`config.mk`:
```
export PLATFORM = sky130hd
export DESIGN_NAME = led_duty_ramp
export DESIGN_NICKNAME = d
export VERILOG_FILES = /design/src/hdl/led_duty_pkg.sv /design/src/hdl/pwm_link_if.sv /design/src/hdl/pwm_core.sv /design/src/hdl/led_duty_ramp.sv
export VERILOG_INCLUDE_DIRS = /design/src /design/src/hdl
export SDC_FILE = /design/constraint.sdc
export NUM_CORES = 1
export LEC_CHECK = 0
export ABC_AREA = 0
export ABC_CLOCK_PERIOD_IN_PS = 10630
export BUFFER_PORTS_ARGS = -buffer_cell sky130_fd_sc_hd__buf_4
export CORE_MARGIN = 2
export CORE_UTILIZATION = 65
export DETAILED_ROUTE_END_ITERATION = 16
export PLACE_DENSITY = 0.87
export REMOVE_ABC_BUFFERS = 1
export SLEW_MARGIN = 30
export SYNTH_ARGS = -nofsm -noshare
export SYNTH_HDL_FRONTEND = slang
export SYNTH_HIERARCHICAL = 1
export SYNTH_SLANG_ARGS = --single-unit
```
`constraint.sdc`:
```
create_clock -name clock -period 10.63 [get_ports clock]
set_input_delay 1.063 -clock clock [delete_from_list [all_inputs] [get_ports clock]]
set_output_delay 1.063 -clock clock [all_outputs]
set_load 0.005 [all_outputs]
```
`src/hdl/led_duty_defines.svh`:
```
`ifndef LED_DUTY_DEFINES_SVH
`define LED_DUTY_DEFINES_SVH

`define ADDR_PULSE1_DUTY 8'h90
`define ADDR_PULSE2_DUTY 8'h91
`define ADDR_BREATHE_DUTY 8'h92
`define ADDR_DIRECT_DUTY 8'h93
`define ADDR_RAMP_TIMES 8'h94
`define ADDR_OFF_DELAY 8'h95

`define RST_PULSE1_DUTY 8'hF0
`define RST_PULSE2_DUTY 8'hF0
`define RST_BREATHE_DUTY 8'hF0
`define RST_DIRECT_DUTY 8'hF0
`define RST_RAMP_TIMES 8'h00
`define RST_OFF_DELAY 8'h00

`define UPPER_DUTY_MSB 7
`define UPPER_DUTY_LSB 4
`define LOWER_DUTY_MSB 3
`define LOWER_DUTY_LSB 0
`define RISE_SEL_MSB 5
`define RISE_SEL_LSB 3
`define FALL_SEL_MSB 2
`define FALL_SEL_LSB 0
`define OFF_DELAY_MSB 2
`define OFF_DELAY_LSB 0

`define CLK_PERIOD_NS 5
`define TICK_PERIOD_NS 1000000
`define BREATHE_HALF_MS 1000
`define PWM_STEPS 100
`define PWM_SLOW_DIV 8

`endif

```
`src/hdl/led_duty_pkg.sv`:
```
package led_duty_pkg;

    typedef logic [6:0] percent_t;
    typedef logic [12:0] msec_t;

    typedef enum logic [1:0]
    {
        BEH_DIRECT = 2'h0,
        BEH_PULSE1 = 2'h1,
        BEH_PULSE2 = 2'h2,
        BEH_BREATHE = 2'h3
    } behaviour_e;

    typedef enum logic [2:0]
    {
        ST_IDLE = 3'h0,
        ST_RISE = 3'h1,
        ST_HOLD = 3'h3,
        ST_DELAY = 3'h2,
        ST_FALL = 3'h6
    } ramp_state_e;

endpackage : led_duty_pkg

```
`src/hdl/pwm_link_if.sv`:
```
`timescale 1ns/1ps

interface pwm_link_if;
    import led_duty_pkg::*;
    percent_t duty;
    logic fastMode;

    modport src
    (
        output duty,
        output fastMode
    );
    modport sink
    (
        input duty,
        input fastMode
    );
endinterface : pwm_link_if

```
`src/hdl/pwm_core.sv`:
```
`timescale 1ns/1ps
`include "led_duty_defines.svh"

module pwm_core
    import led_duty_pkg::*;
(
    input wire logic clock,
    input wire logic nrst,
    pwm_link_if.sink link,
    output logic pwmOut
);
    logic [6:0] slotCnt_reg;
    logic [3:0] divCnt_reg;
    logic slotAdvance;

    // Slow PWM frame when any ramp time is set, full rate otherwise
    assign slotAdvance = link.fastMode || (divCnt_reg == 4'(`PWM_SLOW_DIV - 1));

    always_ff @(posedge clock)
    begin
        if (!nrst || slotAdvance)
            divCnt_reg <= 4'h0;
        else
            divCnt_reg <= divCnt_reg + 4'h1;
    end

    always_ff @(posedge clock)
    begin
        if (!nrst)
            slotCnt_reg <= 7'h00;
        else if (slotAdvance)
            slotCnt_reg <= (slotCnt_reg == 7'(`PWM_STEPS - 1)) ? 7'h00 : slotCnt_reg + 7'h01;
    end

    always_ff @(posedge clock)
    begin
        if (!nrst)
            pwmOut <= 1'b0;
        else
            pwmOut <= (slotCnt_reg < link.duty);
    end

    chk_pwm_full_on: assert property (@(posedge clock) disable iff (!nrst)
        (link.duty == 7'(`PWM_STEPS)) [*3] |-> pwmOut)
        else $error("pwm not fully on at full duty");
    chk_pwm_zero_off: assert property (@(posedge clock) disable iff (!nrst)
        (link.duty == 7'h00) [*3] |-> !pwmOut)
        else $error("pwm not off at zero duty");

endmodule : pwm_core

```
`src/hdl/led_duty_ramp.sv`:
```
`timescale 1ns/1ps
`include "led_duty_defines.svh"

module led_duty_ramp
    import led_duty_pkg::*;
#(
    parameter int MS_CYCLES = `TICK_PERIOD_NS / `CLK_PERIOD_NS
)
(
    input wire logic clock,
    input wire logic nrst,
    input wire logic [7:0] regAddr,
    input wire logic [7:0] regWrData,
    input wire logic regWrEn,
    output logic [7:0] regRdData,
    input wire logic [1:0] behaviour,
    input wire logic actuate,
    input wire logic byDriveBit,
    input wire logic rampAlertEn,
    output logic pwmOut,
    output logic [6:0] dutyLevel,
    output logic alert
);
    logic [7:0] dutyLimits_reg [4];
    logic [7:0] rampTimes_reg;
    logic [7:0] offDelay_reg;
    ramp_state_e state_reg;
    behaviour_e beh_reg;
    percent_t latchedLo_reg, latchedHi_reg, duty_reg;
    msec_t acc_reg, msCnt_reg;
    logic [17:0] tickCnt_reg;
    logic actPrev_reg, drivenRun_reg;
    logic msTick, isDirect, atTop, atBottom;
    percent_t lo, hi, liveLo, liveHi, span;
    msec_t riseMs, fallMs, offMs, rampMs;
    logic [13:0] accSum;
    pwm_link_if link ();

    function automatic percent_t upperPct(input logic [3:0] code);
        case (code)
            4'h0: upperPct = 7'd7;
            4'h1: upperPct = 7'd9;
            4'h2: upperPct = 7'd11;
            4'h3: upperPct = 7'd14;
            4'h4: upperPct = 7'd17;
            4'h5: upperPct = 7'd20;
            4'h6: upperPct = 7'd23;
            4'h7: upperPct = 7'd26;
            4'h8: upperPct = 7'd30;
            4'h9: upperPct = 7'd35;
            4'hA: upperPct = 7'd40;
            4'hB: upperPct = 7'd46;
            4'hC: upperPct = 7'd53;
            4'hD: upperPct = 7'd63;
            4'hE: upperPct = 7'd77;
            default: upperPct = 7'd100;
        endcase
    endfunction : upperPct

    // Lower table is the upper table shifted by one code
    function automatic percent_t lowerPct(input logic [3:0] code);
        lowerPct = (code == 4'h0) ? 7'd0 : upperPct(code - 4'h1);
    endfunction : lowerPct

    function automatic msec_t rampTimeMs(input logic [2:0] code);
        rampTimeMs = (code == 3'h7) ? 13'd2000 : 13'(code * 250);
    endfunction : rampTimeMs

    function automatic msec_t offDelayMs(input logic [2:0] code);
        offDelayMs = (code <= 3'h4) ? 13'(code * 500) : 13'((code - 3'h2) * 1000);
    endfunction : offDelayMs

    assign riseMs = rampTimeMs(rampTimes_reg[`RISE_SEL_MSB:`RISE_SEL_LSB]);
    assign fallMs = rampTimeMs(rampTimes_reg[`FALL_SEL_MSB:`FALL_SEL_LSB]);
    assign offMs = offDelayMs(offDelay_reg[`OFF_DELAY_MSB:`OFF_DELAY_LSB]);
    assign liveLo = lowerPct(dutyLimits_reg[behaviour][`LOWER_DUTY_MSB:`LOWER_DUTY_LSB]);
    assign liveHi = upperPct(dutyLimits_reg[behaviour][`UPPER_DUTY_MSB:`UPPER_DUTY_LSB]);
    assign isDirect = (beh_reg == BEH_DIRECT);
    // Direct follows live limits, other modes hold the captured ones
    assign lo = isDirect ? lowerPct(dutyLimits_reg[0][3:0]) : latchedLo_reg;
    assign hi = isDirect ? upperPct(dutyLimits_reg[0][7:4]) : latchedHi_reg;
    assign span = (hi > lo) ? hi - lo : 7'd0;
    assign rampMs = !isDirect ? 13'(`BREATHE_HALF_MS) : (state_reg == ST_FALL) ? fallMs : riseMs;
    assign accSum = {1'b0, acc_reg} + {7'h00, span};
    assign atTop = (duty_reg >= hi);
    assign atBottom = (duty_reg <= lo);
    assign msTick = (tickCnt_reg == 18'(MS_CYCLES - 1));

    always_ff @(posedge clock)
    begin
        if (!nrst || msTick)
            tickCnt_reg <= 18'h00000;
        else
            tickCnt_reg <= tickCnt_reg + 18'h00001;
    end

    always_ff @(posedge clock)
    begin
        if (!nrst)
        begin
            dutyLimits_reg[0] <= `RST_DIRECT_DUTY;
            dutyLimits_reg[1] <= `RST_PULSE1_DUTY;
            dutyLimits_reg[2] <= `RST_PULSE2_DUTY;
            dutyLimits_reg[3] <= `RST_BREATHE_DUTY;
            rampTimes_reg <= `RST_RAMP_TIMES;
            offDelay_reg <= `RST_OFF_DELAY;
        end
        else if (regWrEn)
        begin
            case (regAddr)
                `ADDR_PULSE1_DUTY: dutyLimits_reg[1] <= regWrData;
                `ADDR_PULSE2_DUTY: dutyLimits_reg[2] <= regWrData;
                `ADDR_BREATHE_DUTY: dutyLimits_reg[3] <= regWrData;
                `ADDR_DIRECT_DUTY: dutyLimits_reg[0] <= regWrData;
                `ADDR_RAMP_TIMES: rampTimes_reg <= {2'h0, regWrData[5:0]};
                `ADDR_OFF_DELAY: offDelay_reg <= {5'h00, regWrData[2:0]};
                default: ;
            endcase
        end
    end

    always_ff @(posedge clock)
    begin
        if (!nrst)
            regRdData <= 8'h00;
        else
        begin
            case (regAddr)
                `ADDR_PULSE1_DUTY: regRdData <= dutyLimits_reg[1];
                `ADDR_PULSE2_DUTY: regRdData <= dutyLimits_reg[2];
                `ADDR_BREATHE_DUTY: regRdData <= dutyLimits_reg[3];
                `ADDR_DIRECT_DUTY: regRdData <= dutyLimits_reg[0];
                `ADDR_RAMP_TIMES: regRdData <= rampTimes_reg;
                `ADDR_OFF_DELAY: regRdData <= offDelay_reg;
                default: regRdData <= 8'h00;
            endcase
        end
    end

    always_ff @(posedge clock)
    begin
        if (!nrst)
            actPrev_reg <= 1'b0;
        else
            actPrev_reg <= actuate;
    end

    // Mode and limits captured on each new actuation from idle
    always_ff @(posedge clock)
    begin
        if (!nrst)
        begin
            beh_reg <= BEH_DIRECT;
            latchedLo_reg <= 7'd0;
            latchedHi_reg <= 7'd100;
            drivenRun_reg <= 1'b0;
        end
        else if (state_reg == ST_IDLE && actuate && !actPrev_reg)
        begin
            beh_reg <= behaviour_e'(behaviour);
            latchedLo_reg <= liveLo;
            latchedHi_reg <= liveHi;
            drivenRun_reg <= byDriveBit;
        end
    end

    always_ff @(posedge clock)
    begin
        if (!nrst)
        begin
            state_reg <= ST_IDLE;
            duty_reg <= 7'd0;
            acc_reg <= 13'h0000;
            msCnt_reg <= 13'h0000;
        end
        else
        begin
            case (state_reg)
                ST_IDLE:
                begin
                    duty_reg <= (actuate && !actPrev_reg) ? liveLo : lo;
                    acc_reg <= 13'h0000;
                    if (actuate && !actPrev_reg)
                        state_reg <= ST_RISE;
                end
                ST_RISE:
                begin
                    if (rampMs == 13'h0000 || atTop)
                    begin
                        duty_reg <= hi;
                        acc_reg <= 13'h0000;
                        state_reg <= isDirect ? ST_HOLD : ST_FALL;
                    end
                    else if (msTick)
                    begin
                        if (accSum >= {1'b0, rampMs})
                        begin
                            duty_reg <= duty_reg + 7'd1;
                            acc_reg <= 13'(accSum - {1'b0, rampMs});
                        end
                        else
                            acc_reg <= accSum[12:0];
                    end
                end
                ST_HOLD:
                begin
                    duty_reg <= hi;
                    msCnt_reg <= 13'h0000;
                    if (!actuate)
                        state_reg <= ST_DELAY;
                end
                ST_DELAY:
                begin
                    duty_reg <= hi;
                    if (actuate)
                        state_reg <= ST_HOLD;
                    else if (msCnt_reg >= offMs)
                        state_reg <= ST_FALL;
                    else if (msTick)
                        msCnt_reg <= msCnt_reg + 13'h0001;
                end
                ST_FALL:
                begin
                    if (rampMs == 13'h0000 || atBottom)
                    begin
                        duty_reg <= lo;
                        acc_reg <= 13'h0000;
                        state_reg <= (!isDirect && actuate) ? ST_RISE : ST_IDLE;
                    end
                    else if (isDirect && actuate)
                        state_reg <= ST_RISE;
                    else if (msTick)
                    begin
                        if (accSum >= {1'b0, rampMs})
                        begin
                            duty_reg <= duty_reg - 7'd1;
                            acc_reg <= 13'(accSum - {1'b0, rampMs});
                        end
                        else
                            acc_reg <= accSum[12:0];
                    end
                end
                default:
                    state_reg <= ST_IDLE;
            endcase
        end
    end

    always_ff @(posedge clock)
    begin
        if (!nrst)
            alert <= 1'b0;
        else
            alert <= rampAlertEn && drivenRun_reg && state_reg == ST_FALL
                && (rampMs == 13'h0000 || atBottom) && !(!isDirect && actuate);
    end

    always_ff @(posedge clock)
    begin
        if (!nrst)
            dutyLevel <= 7'd0;
        else
            dutyLevel <= duty_reg;
    end

    assign link.duty = duty_reg;
    assign link.fastMode = (rampTimes_reg[5:0] == 6'h00);

    pwm_core u_pwm
    (
        .clock(clock),
        .nrst(nrst),
        .link(link),
        .pwmOut(pwmOut)
    );

    chk_rise_monotonic: assert property (@(posedge clock) disable iff (!nrst)
        (state_reg == ST_RISE && $past(state_reg) == ST_RISE) |-> duty_reg >= $past(duty_reg))
        else $error("duty fell during rise");
    chk_fall_monotonic: assert property (@(posedge clock) disable iff (!nrst)
        (state_reg == ST_FALL && $past(state_reg) == ST_FALL) |-> duty_reg <= $past(duty_reg))
        else $error("duty rose during fall");
    chk_hold_at_upper: assert property (@(posedge clock) disable iff (!nrst)
        (state_reg == ST_HOLD) ##1 (state_reg == ST_HOLD) |-> duty_reg == $past(hi))
        else $error("hold duty not upper limit");
    chk_direct_live_write: assert property (@(posedge clock) disable iff (!nrst)
        (state_reg == ST_HOLD && isDirect && regWrEn && regAddr == `ADDR_DIRECT_DUTY
        && !$past(!actuate)) ##1 (state_reg == ST_HOLD) [*2] |-> duty_reg == hi)
        else $error("direct write not applied at once");
    chk_latched_limits: assert property (@(posedge clock) disable iff (!nrst)
        (state_reg != ST_IDLE && $past(state_reg) != ST_IDLE)
        |-> latchedHi_reg == $past(latchedHi_reg))
        else $error("captured limit changed mid run");
    chk_delay_before_fall: assert property (@(posedge clock) disable iff (!nrst)
        (state_reg == ST_DELAY ##1 state_reg == ST_FALL) |-> $past(msCnt_reg) >= $past(offMs))
        else $error("fall began before off delay");
    chk_direct_sequence: assert property (@(posedge clock) disable iff (!nrst)
        (isDirect && state_reg == ST_RISE ##1 state_reg != ST_RISE) |-> state_reg == ST_HOLD)
        else $error("direct rise not followed by hold");
    chk_zero_rise_jump: assert property (@(posedge clock) disable iff (!nrst)
        (isDirect && state_reg == ST_IDLE && actuate && !actPrev_reg && riseMs == 13'h0000)
        ##1 (isDirect && state_reg == ST_RISE && riseMs == 13'h0000) |=> duty_reg == $past(hi))
        else $error("zero rise time not immediate");
    chk_alert_gated: assert property (@(posedge clock) disable iff (!nrst)
        alert |-> $past(rampAlertEn) && $past(drivenRun_reg))
        else $error("alert without enable or drive bit");

    cov_direct_fall: cover property (@(posedge clock) disable iff (!nrst)
        state_reg == ST_DELAY ##1 state_reg == ST_FALL);
    cov_breathe_cycle: cover property (@(posedge clock) disable iff (!nrst)
        !isDirect && state_reg == ST_FALL ##1 state_reg == ST_RISE);
    cov_alert: cover property (@(posedge clock) disable iff (!nrst) alert);

endmodule : led_duty_ramp

```
# After elaboration in Yosys (flattened, before gate mapping)
# Memory sizes are Yosys's and may differ from the RTL's. A register that Yosys moved wholly into a read port is not among the register bits.
# Cells that the tools add are included.
[word_totals]
regBits = 102
ram_bits = 32
rom_bits = 448
input_bits = 24
output_inout_bits = 17
memories = 5
[memory_table]
columns = ["memory", "words", "width", "rd", "rd_clocked_by_memory_dff", "write_ports", "line_no", "rtl"]
rows = [
  ["(name not given)", 16, 7, 1, 0, 0, "led_duty_ramp.sv:40", "case (code)"],
  ["(name not given)", 16, 7, 1, 0, 0, "led_duty_ramp.sv:40", ""],
  ["(name not given)", 16, 7, 1, 1, 0, "led_duty_ramp.sv:40", ""],
  ["(name not given)", 16, 7, 1, 0, 0, "led_duty_ramp.sv:40", ""],
  ["dutyLimits_reg", 4, 8, 5, 0, 4, "led_duty_ramp.sv:24", "logic [7:0] dutyLimits_reg [4];"],
]
[classes]
n_addsub = 12
mul = 4
n_lt_le_gt_ge = 7
eq_ne = 28
n_mux = 62
n_bitwise = 4
n_reduce_logical = 35
[op_table]
columns = ["cell", "count"]
rows = [
  ["$mux 13", 9],
  ["$mux 7", 14],
  ["$eq 8x8->1 const B", 6],
  ["$pmux 8 s6", 1],
  ["$mux 11", 4],
  ["$pmux 13 s3", 1],
  ["$mul 32x7->10 const B", 1],
  ["$mux 8", 4],
  ["$mul 3x7->10 const B", 3],
  ["$pmux 7 s4", 1],
  ["$pmux 13 s2", 1],
  ["$mux 3", 8],
  ["$ne 3x3->1 const B", 7],
  ["$add 18x1->18 const B", 1],
  ["$eq 18x18->1 const B", 1],
  ["$mux 1", 18],
  ["$pmux 3 s5", 1],
  ["$add 13x7->14", 1],
  ["$add 7x1->7 const B", 2],
  ["$ge 14x11->1", 1],
  ["$add 13x1->13 const B", 1],
  ["$ge 13x13->1", 1],
  ["$logic_not 13->1", 1],
  ["$sub 13x11->13", 1],
  ["33 further kinds", 63],
]

# Logic depth before layout (Yosys ltp)
# An unclocked memory read counts as a cell.
[depth]
word_depth = 14
ltp_mapped = 36
ltp_nobuf = 33

# Modules after synthesis
# The synthesis kept the hierarchy.
[modules_own_cells]
columns = ["module", "instances", "cells_each", "area_per_inst_um2", "seq_area_each_um2"]
rows = [
  ["led_duty_ramp", 1, 1333, 11264.6, 2902.8],
  ["pwm_core", 1, 78, 686.9, 240.2],
]

# Worst setup path after synthesis
# OpenSTA, ideal clock, no wires.
[synth_timing]
path_kind = "reg2reg"
start = "mem dutyLimits_reg[0][0]"
end = "reg acc_reg[7]"
setup_ns = 0.114
arrival_ns = 6.745
t_required_ns = 10.516
slack_ns = 3.771
path_stages_with_launch = 30
synth_period_minus_slack_ns = 6.859
cell_sequence = "edfxtp_1 > clkbuf_1 > inv_1 > ha_1 > xnor2_2 > mux2_1 > a21o_1 > o21ai_1 > inv_1 > ha_1 > a21o_1 > a21o_1 > a21oi_1 > maj3_1 > o21ai_0 > o31ai_1 > or2_2 > fa_1 > xor2_1 > inv_1 > ha_1 > nor2b_1 > o21ai_0 > nand2b_1 > a21oi_1 > o211ai_1 > nor3_2 > mux2_2 > o211ai_1 > a21bo_1"
[synth_rtl]
columns = ["element", "line_no", "rtl"]
rows = [
  ["start, declared", "led_duty_ramp.sv:24", ""],
  ["end signal, assigned", "led_duty_ramp.sv:199", "acc_reg <= 13'(accSum - {1'b0, rampMs});"],
  ["end signal, assigned", "led_duty_ramp.sv:202", "acc_reg <= accSum[12:0];"],
  ["end signal, assigned", "led_duty_ramp.sv:237", "acc_reg <= 13'(accSum - {1'b0, rampMs});"],
  ["end, declared", "led_duty_ramp.sv:30", "msec_t acc_reg, msCnt_reg;"],
]

==> reports/results.txt <==
The run finished with clean final reports. The tools report the top-level I/O count as 41. nor2_1 is the most common cell in the netlist. The die is 140 um wide.

The post-detailed-route wirelength per cell came out at 18.0 um. The tools report the cell count after placement as 1628. The tools report the launch point of the worst hold path as u_pwm/divCnt_reg[0].

Setup repair after global routing left no endpoint under its margin. The logs give 0 for the number of antenna repair diodes and 22100 um for the estimated wirelength of the detail-placed design. Most area-hungry cell type in the Yosys netlist: dfxtp_1. The worst-case reg-to-reg path depth is 28, and the sequential cell area is 3140 um2. For this run, the register share of the synthesized area comes to 26.3%. The die covers 19500 um2.

The critical path is of the flop to flop type. The register with the most flip-flops in the layout has 32 of them. Averaged over all synthesized cells, the footprint is 8.47 um2.

The CTS H-tree depth came out at 4. The height of the chip came out at 140 um. In this run, post-CTS hold repair placed 0 buffers. The tools report the total of fill cells in the finished design as 1343. The final period demand of the worst path was 7950 ps.

For this run, the number of standard cells in the final layout without fillers is 1660. In this run, synthesis produced a sequential element count of 141. In the routed layout, each cell is associated on average with a via count of 6.45. In this run the critical register-to-register path is launched from dutyLimits_reg[0][0]. At the worst endpoint, the arrival time is 8280 ps.

The count of final hold-check violations was 0; the initial core utilization was 66.3%. Setup violations remaining at the end of the flow were counted as 0. The min-delay analysis places its worst path in the category flop to flop. The largest fanout on the critical path is 18, and the number of nets still failing antenna checks after routing is 0. After synthesis, the cell types taking the most area are dfxtp_1 18%, ha_1 14%, edfxtp_1 8.0%.

After floorplanning, the core was divided into 49 placement rows. Headroom to the max-slew limit came out at 44.4%. Of all flip-flops after synthesis, the portion carrying an async set or reset was 0%. Capturing element type of the critical path: a flop. Via count of the first global-routing pass: 10287.

TritonCTS built the clock tree. For the post-route DRC violation count, the log shows 0. In the final layout, the multi-input gates occupy 8270 um2.

Ranked by instance count, the synthesized netlist is headed by 139 x nor2_1, 134 x ha_1, 111 x nand2_1, 109 x dfxtp_1, 106 x a21oi_1. Leakage power: 5.39 nW. The post-cts resize count was 0; the ratio of cells with drive above 1 in the final layout was 8.94%. During synthesis, Yosys emitted a total of 6 warnings.

The first-pass GRT wire length came out at 49600 um. Across all register-to-register paths, the minimum setup slack is 2680 ps. The proportion of netlist area held by the largest area contributor is 18.3%. The final layout net count was 1598; the power density over the cells was 192 nW/um2. For this block, the via count after detailed routing is 10703. For the worst supply voltage drop on vdd, the log shows 0.248 mV. Entering global routing, the biggest net connects 31 pins. During placement, the flow inserted port buffers numbering 40. The smallest setup slack after layout is 2680 ps, and the maximum clock frequency is 126 MHz. The slowest stage of the critical path belongs to the cell edfxtp_1.

Max-cap violations in this run came to 0. Dividing the final minimum period by the clock period gives 74.8%. The logs give 2590 ps for the worst-case setup slack after placement and 440 ps for the clock insertion delay at the later pin of the skew report. The cell sitting at the root of the clock tree is a clkbuf_16. The setup TNS is 0 ps, and the area growth from synthesis to layout is 8.34%.

No sink is reached through more buffers than the 2 on the longest clock path. The number of instances on the worst hold path was 1; the number of clock buffers inserted by TritonCTS was 17. In this run the critical register-to-register path is captured at acc_reg[7].

In this design, the stage delay of the slowest critical-path cell is 640 ps. The run gives 0 as the number of buffers inserted by post-CTS setup repair. CTS saw 141 sinks. The first TritonRoute pass finished after 6 iterations. The mapped netlist covers 12000 um2. The total wire length after detailed routing is 30000 um, and the clock-pin slew of the registers on the worst-case setup and hold paths is 60 ps.

The floorplan step defined a core boundary enclosing 18000 um2. The global route total overflow came out at 0. The run gives 89 as the count of distinct cell types in the synthesized netlist.

At the end of routability-driven placement, the weighted congestion stood at 1.02. The detailed router's first-iteration violation count is 917, and the max-slew violation total from the final report is 0. Synthesis handed over a netlist of 1411 instances. The synthesized design contains 32 enable-type register cells. For the overall global routing resource usage, the log shows 30.8%. The leading register cell type out of synthesis is dfxtp_1.

The endpoint of the worst hold-timing path is u_pwm/divCnt_reg[0]. The worst setup path is launched from a flop. The slew at the pin closest to its max-slew limit is 827 ps, and the final design utilization is 71.8%. Data on the critical path is required at its endpoint by 10960 ps. The logs give 0 for the initial antenna violation count and 13.3 ps for the clock tree skew after final layout.
## per-layer routing
metal	part of all wire, %	GRT usage [%]	routed length, um	up-vias
met4	2.9	10.9	866	0
met2	48	53.1	14500	471
li1	-	-	-	5100
met3	7.0	5.44	2100	75
met5	0	0	0	-
met1	42	39.1	12500	5057
## per-stage QoR
step | hold slack (ps) | power (mW) | cell area (um2)
6_report | 452 | 2.48 | 12900
5_1_grt | 471 | 2.64 | 12900
4_1_cts | 456 | 2.45 | 12900
3_5_place_dp | 447 | 1.84 | 12300
3_3_place_gp | 430 | 1.81 | 12300
2_1_floorplan | 418 | 1.56 | 11700
## cells by family (layout without fill, tap and decap cells)
family	after synthesis	after routing	synth area share, %
AND/OR/NAND/NOR	490	490	20.0
AO/OA/AOI/OAI	338	338	18.8
adder cells (fa/ha/maj)	158	158	17.9
buffers and inverters	143	163	4.73
flip-flops	141	141	26.3
XOR/XNOR	78	78	5.78
multiplexers	63	63	6.47
## worst max-delay path by stage
stage,to,start
final,acc_reg[7],dutyLimits_reg[0][0]
after global routing,acc_reg[7],dutyLimits_reg[0][0]
after CTS,acc_reg[7],dutyLimits_reg[0][0]
after detailed placement,acc_reg[7],dutyLimits_reg[0][0]
after global placement,acc_reg[7],dutyLimits_reg[0][0]
after floorplan,acc_reg[7],dutyLimits_reg[0][0]
## critical path: cells and delay by family, from the launching register on
family | cells | cell delay, ps
AOI/OAI and AO/OA | 13 | 2390
xor gates and xnor gates | 2 | 580
adders and majority gates | 5 | 1870
buffers and inverters | 2 | 330
DFF | 1 | 640
muxes | 2 | 750
and+or+nand+nor | 4 | 1300
## layout by cell type (no fill, tap or decap), types with 29 or more instances in the layout
cell type / instances
nor2_1: 139
ha_1: 134
nand2_1: 111
dfxtp_1: 109
a21oi_1: 106
inv_1: 85
o21ai_0: 55
nand3_1: 54
xnor2_1: 50
buf_4: 45
edfxtp_1: 32
mux2i_1: 30
nor3_1: 29
## area by class of cell
| type | count | share of cell area, % |
|---|---|---|
| Multi-Input combinational cell | 1127 | 63.8 |
| Sequential cell | 141 | 24.3 |
| Clock buffer | 17 | 3.29 |
| Timing Repair Buffer | 45 | 2.61 |
| Inverter | 86 | 2.49 |
| Tap cell | 229 | 2.21 |
| Clock inverter | 15 | 1.29 |
## report_power, final
| part | switching (mW) | internal [mW] |
|---|---|---|
| registers | 0.0638 | 0.590 |
| clock network | 0.272 | 0.335 |
| logic | 0.717 | 0.505 |
Note: power is estimated with default switching activity, not from simulation.
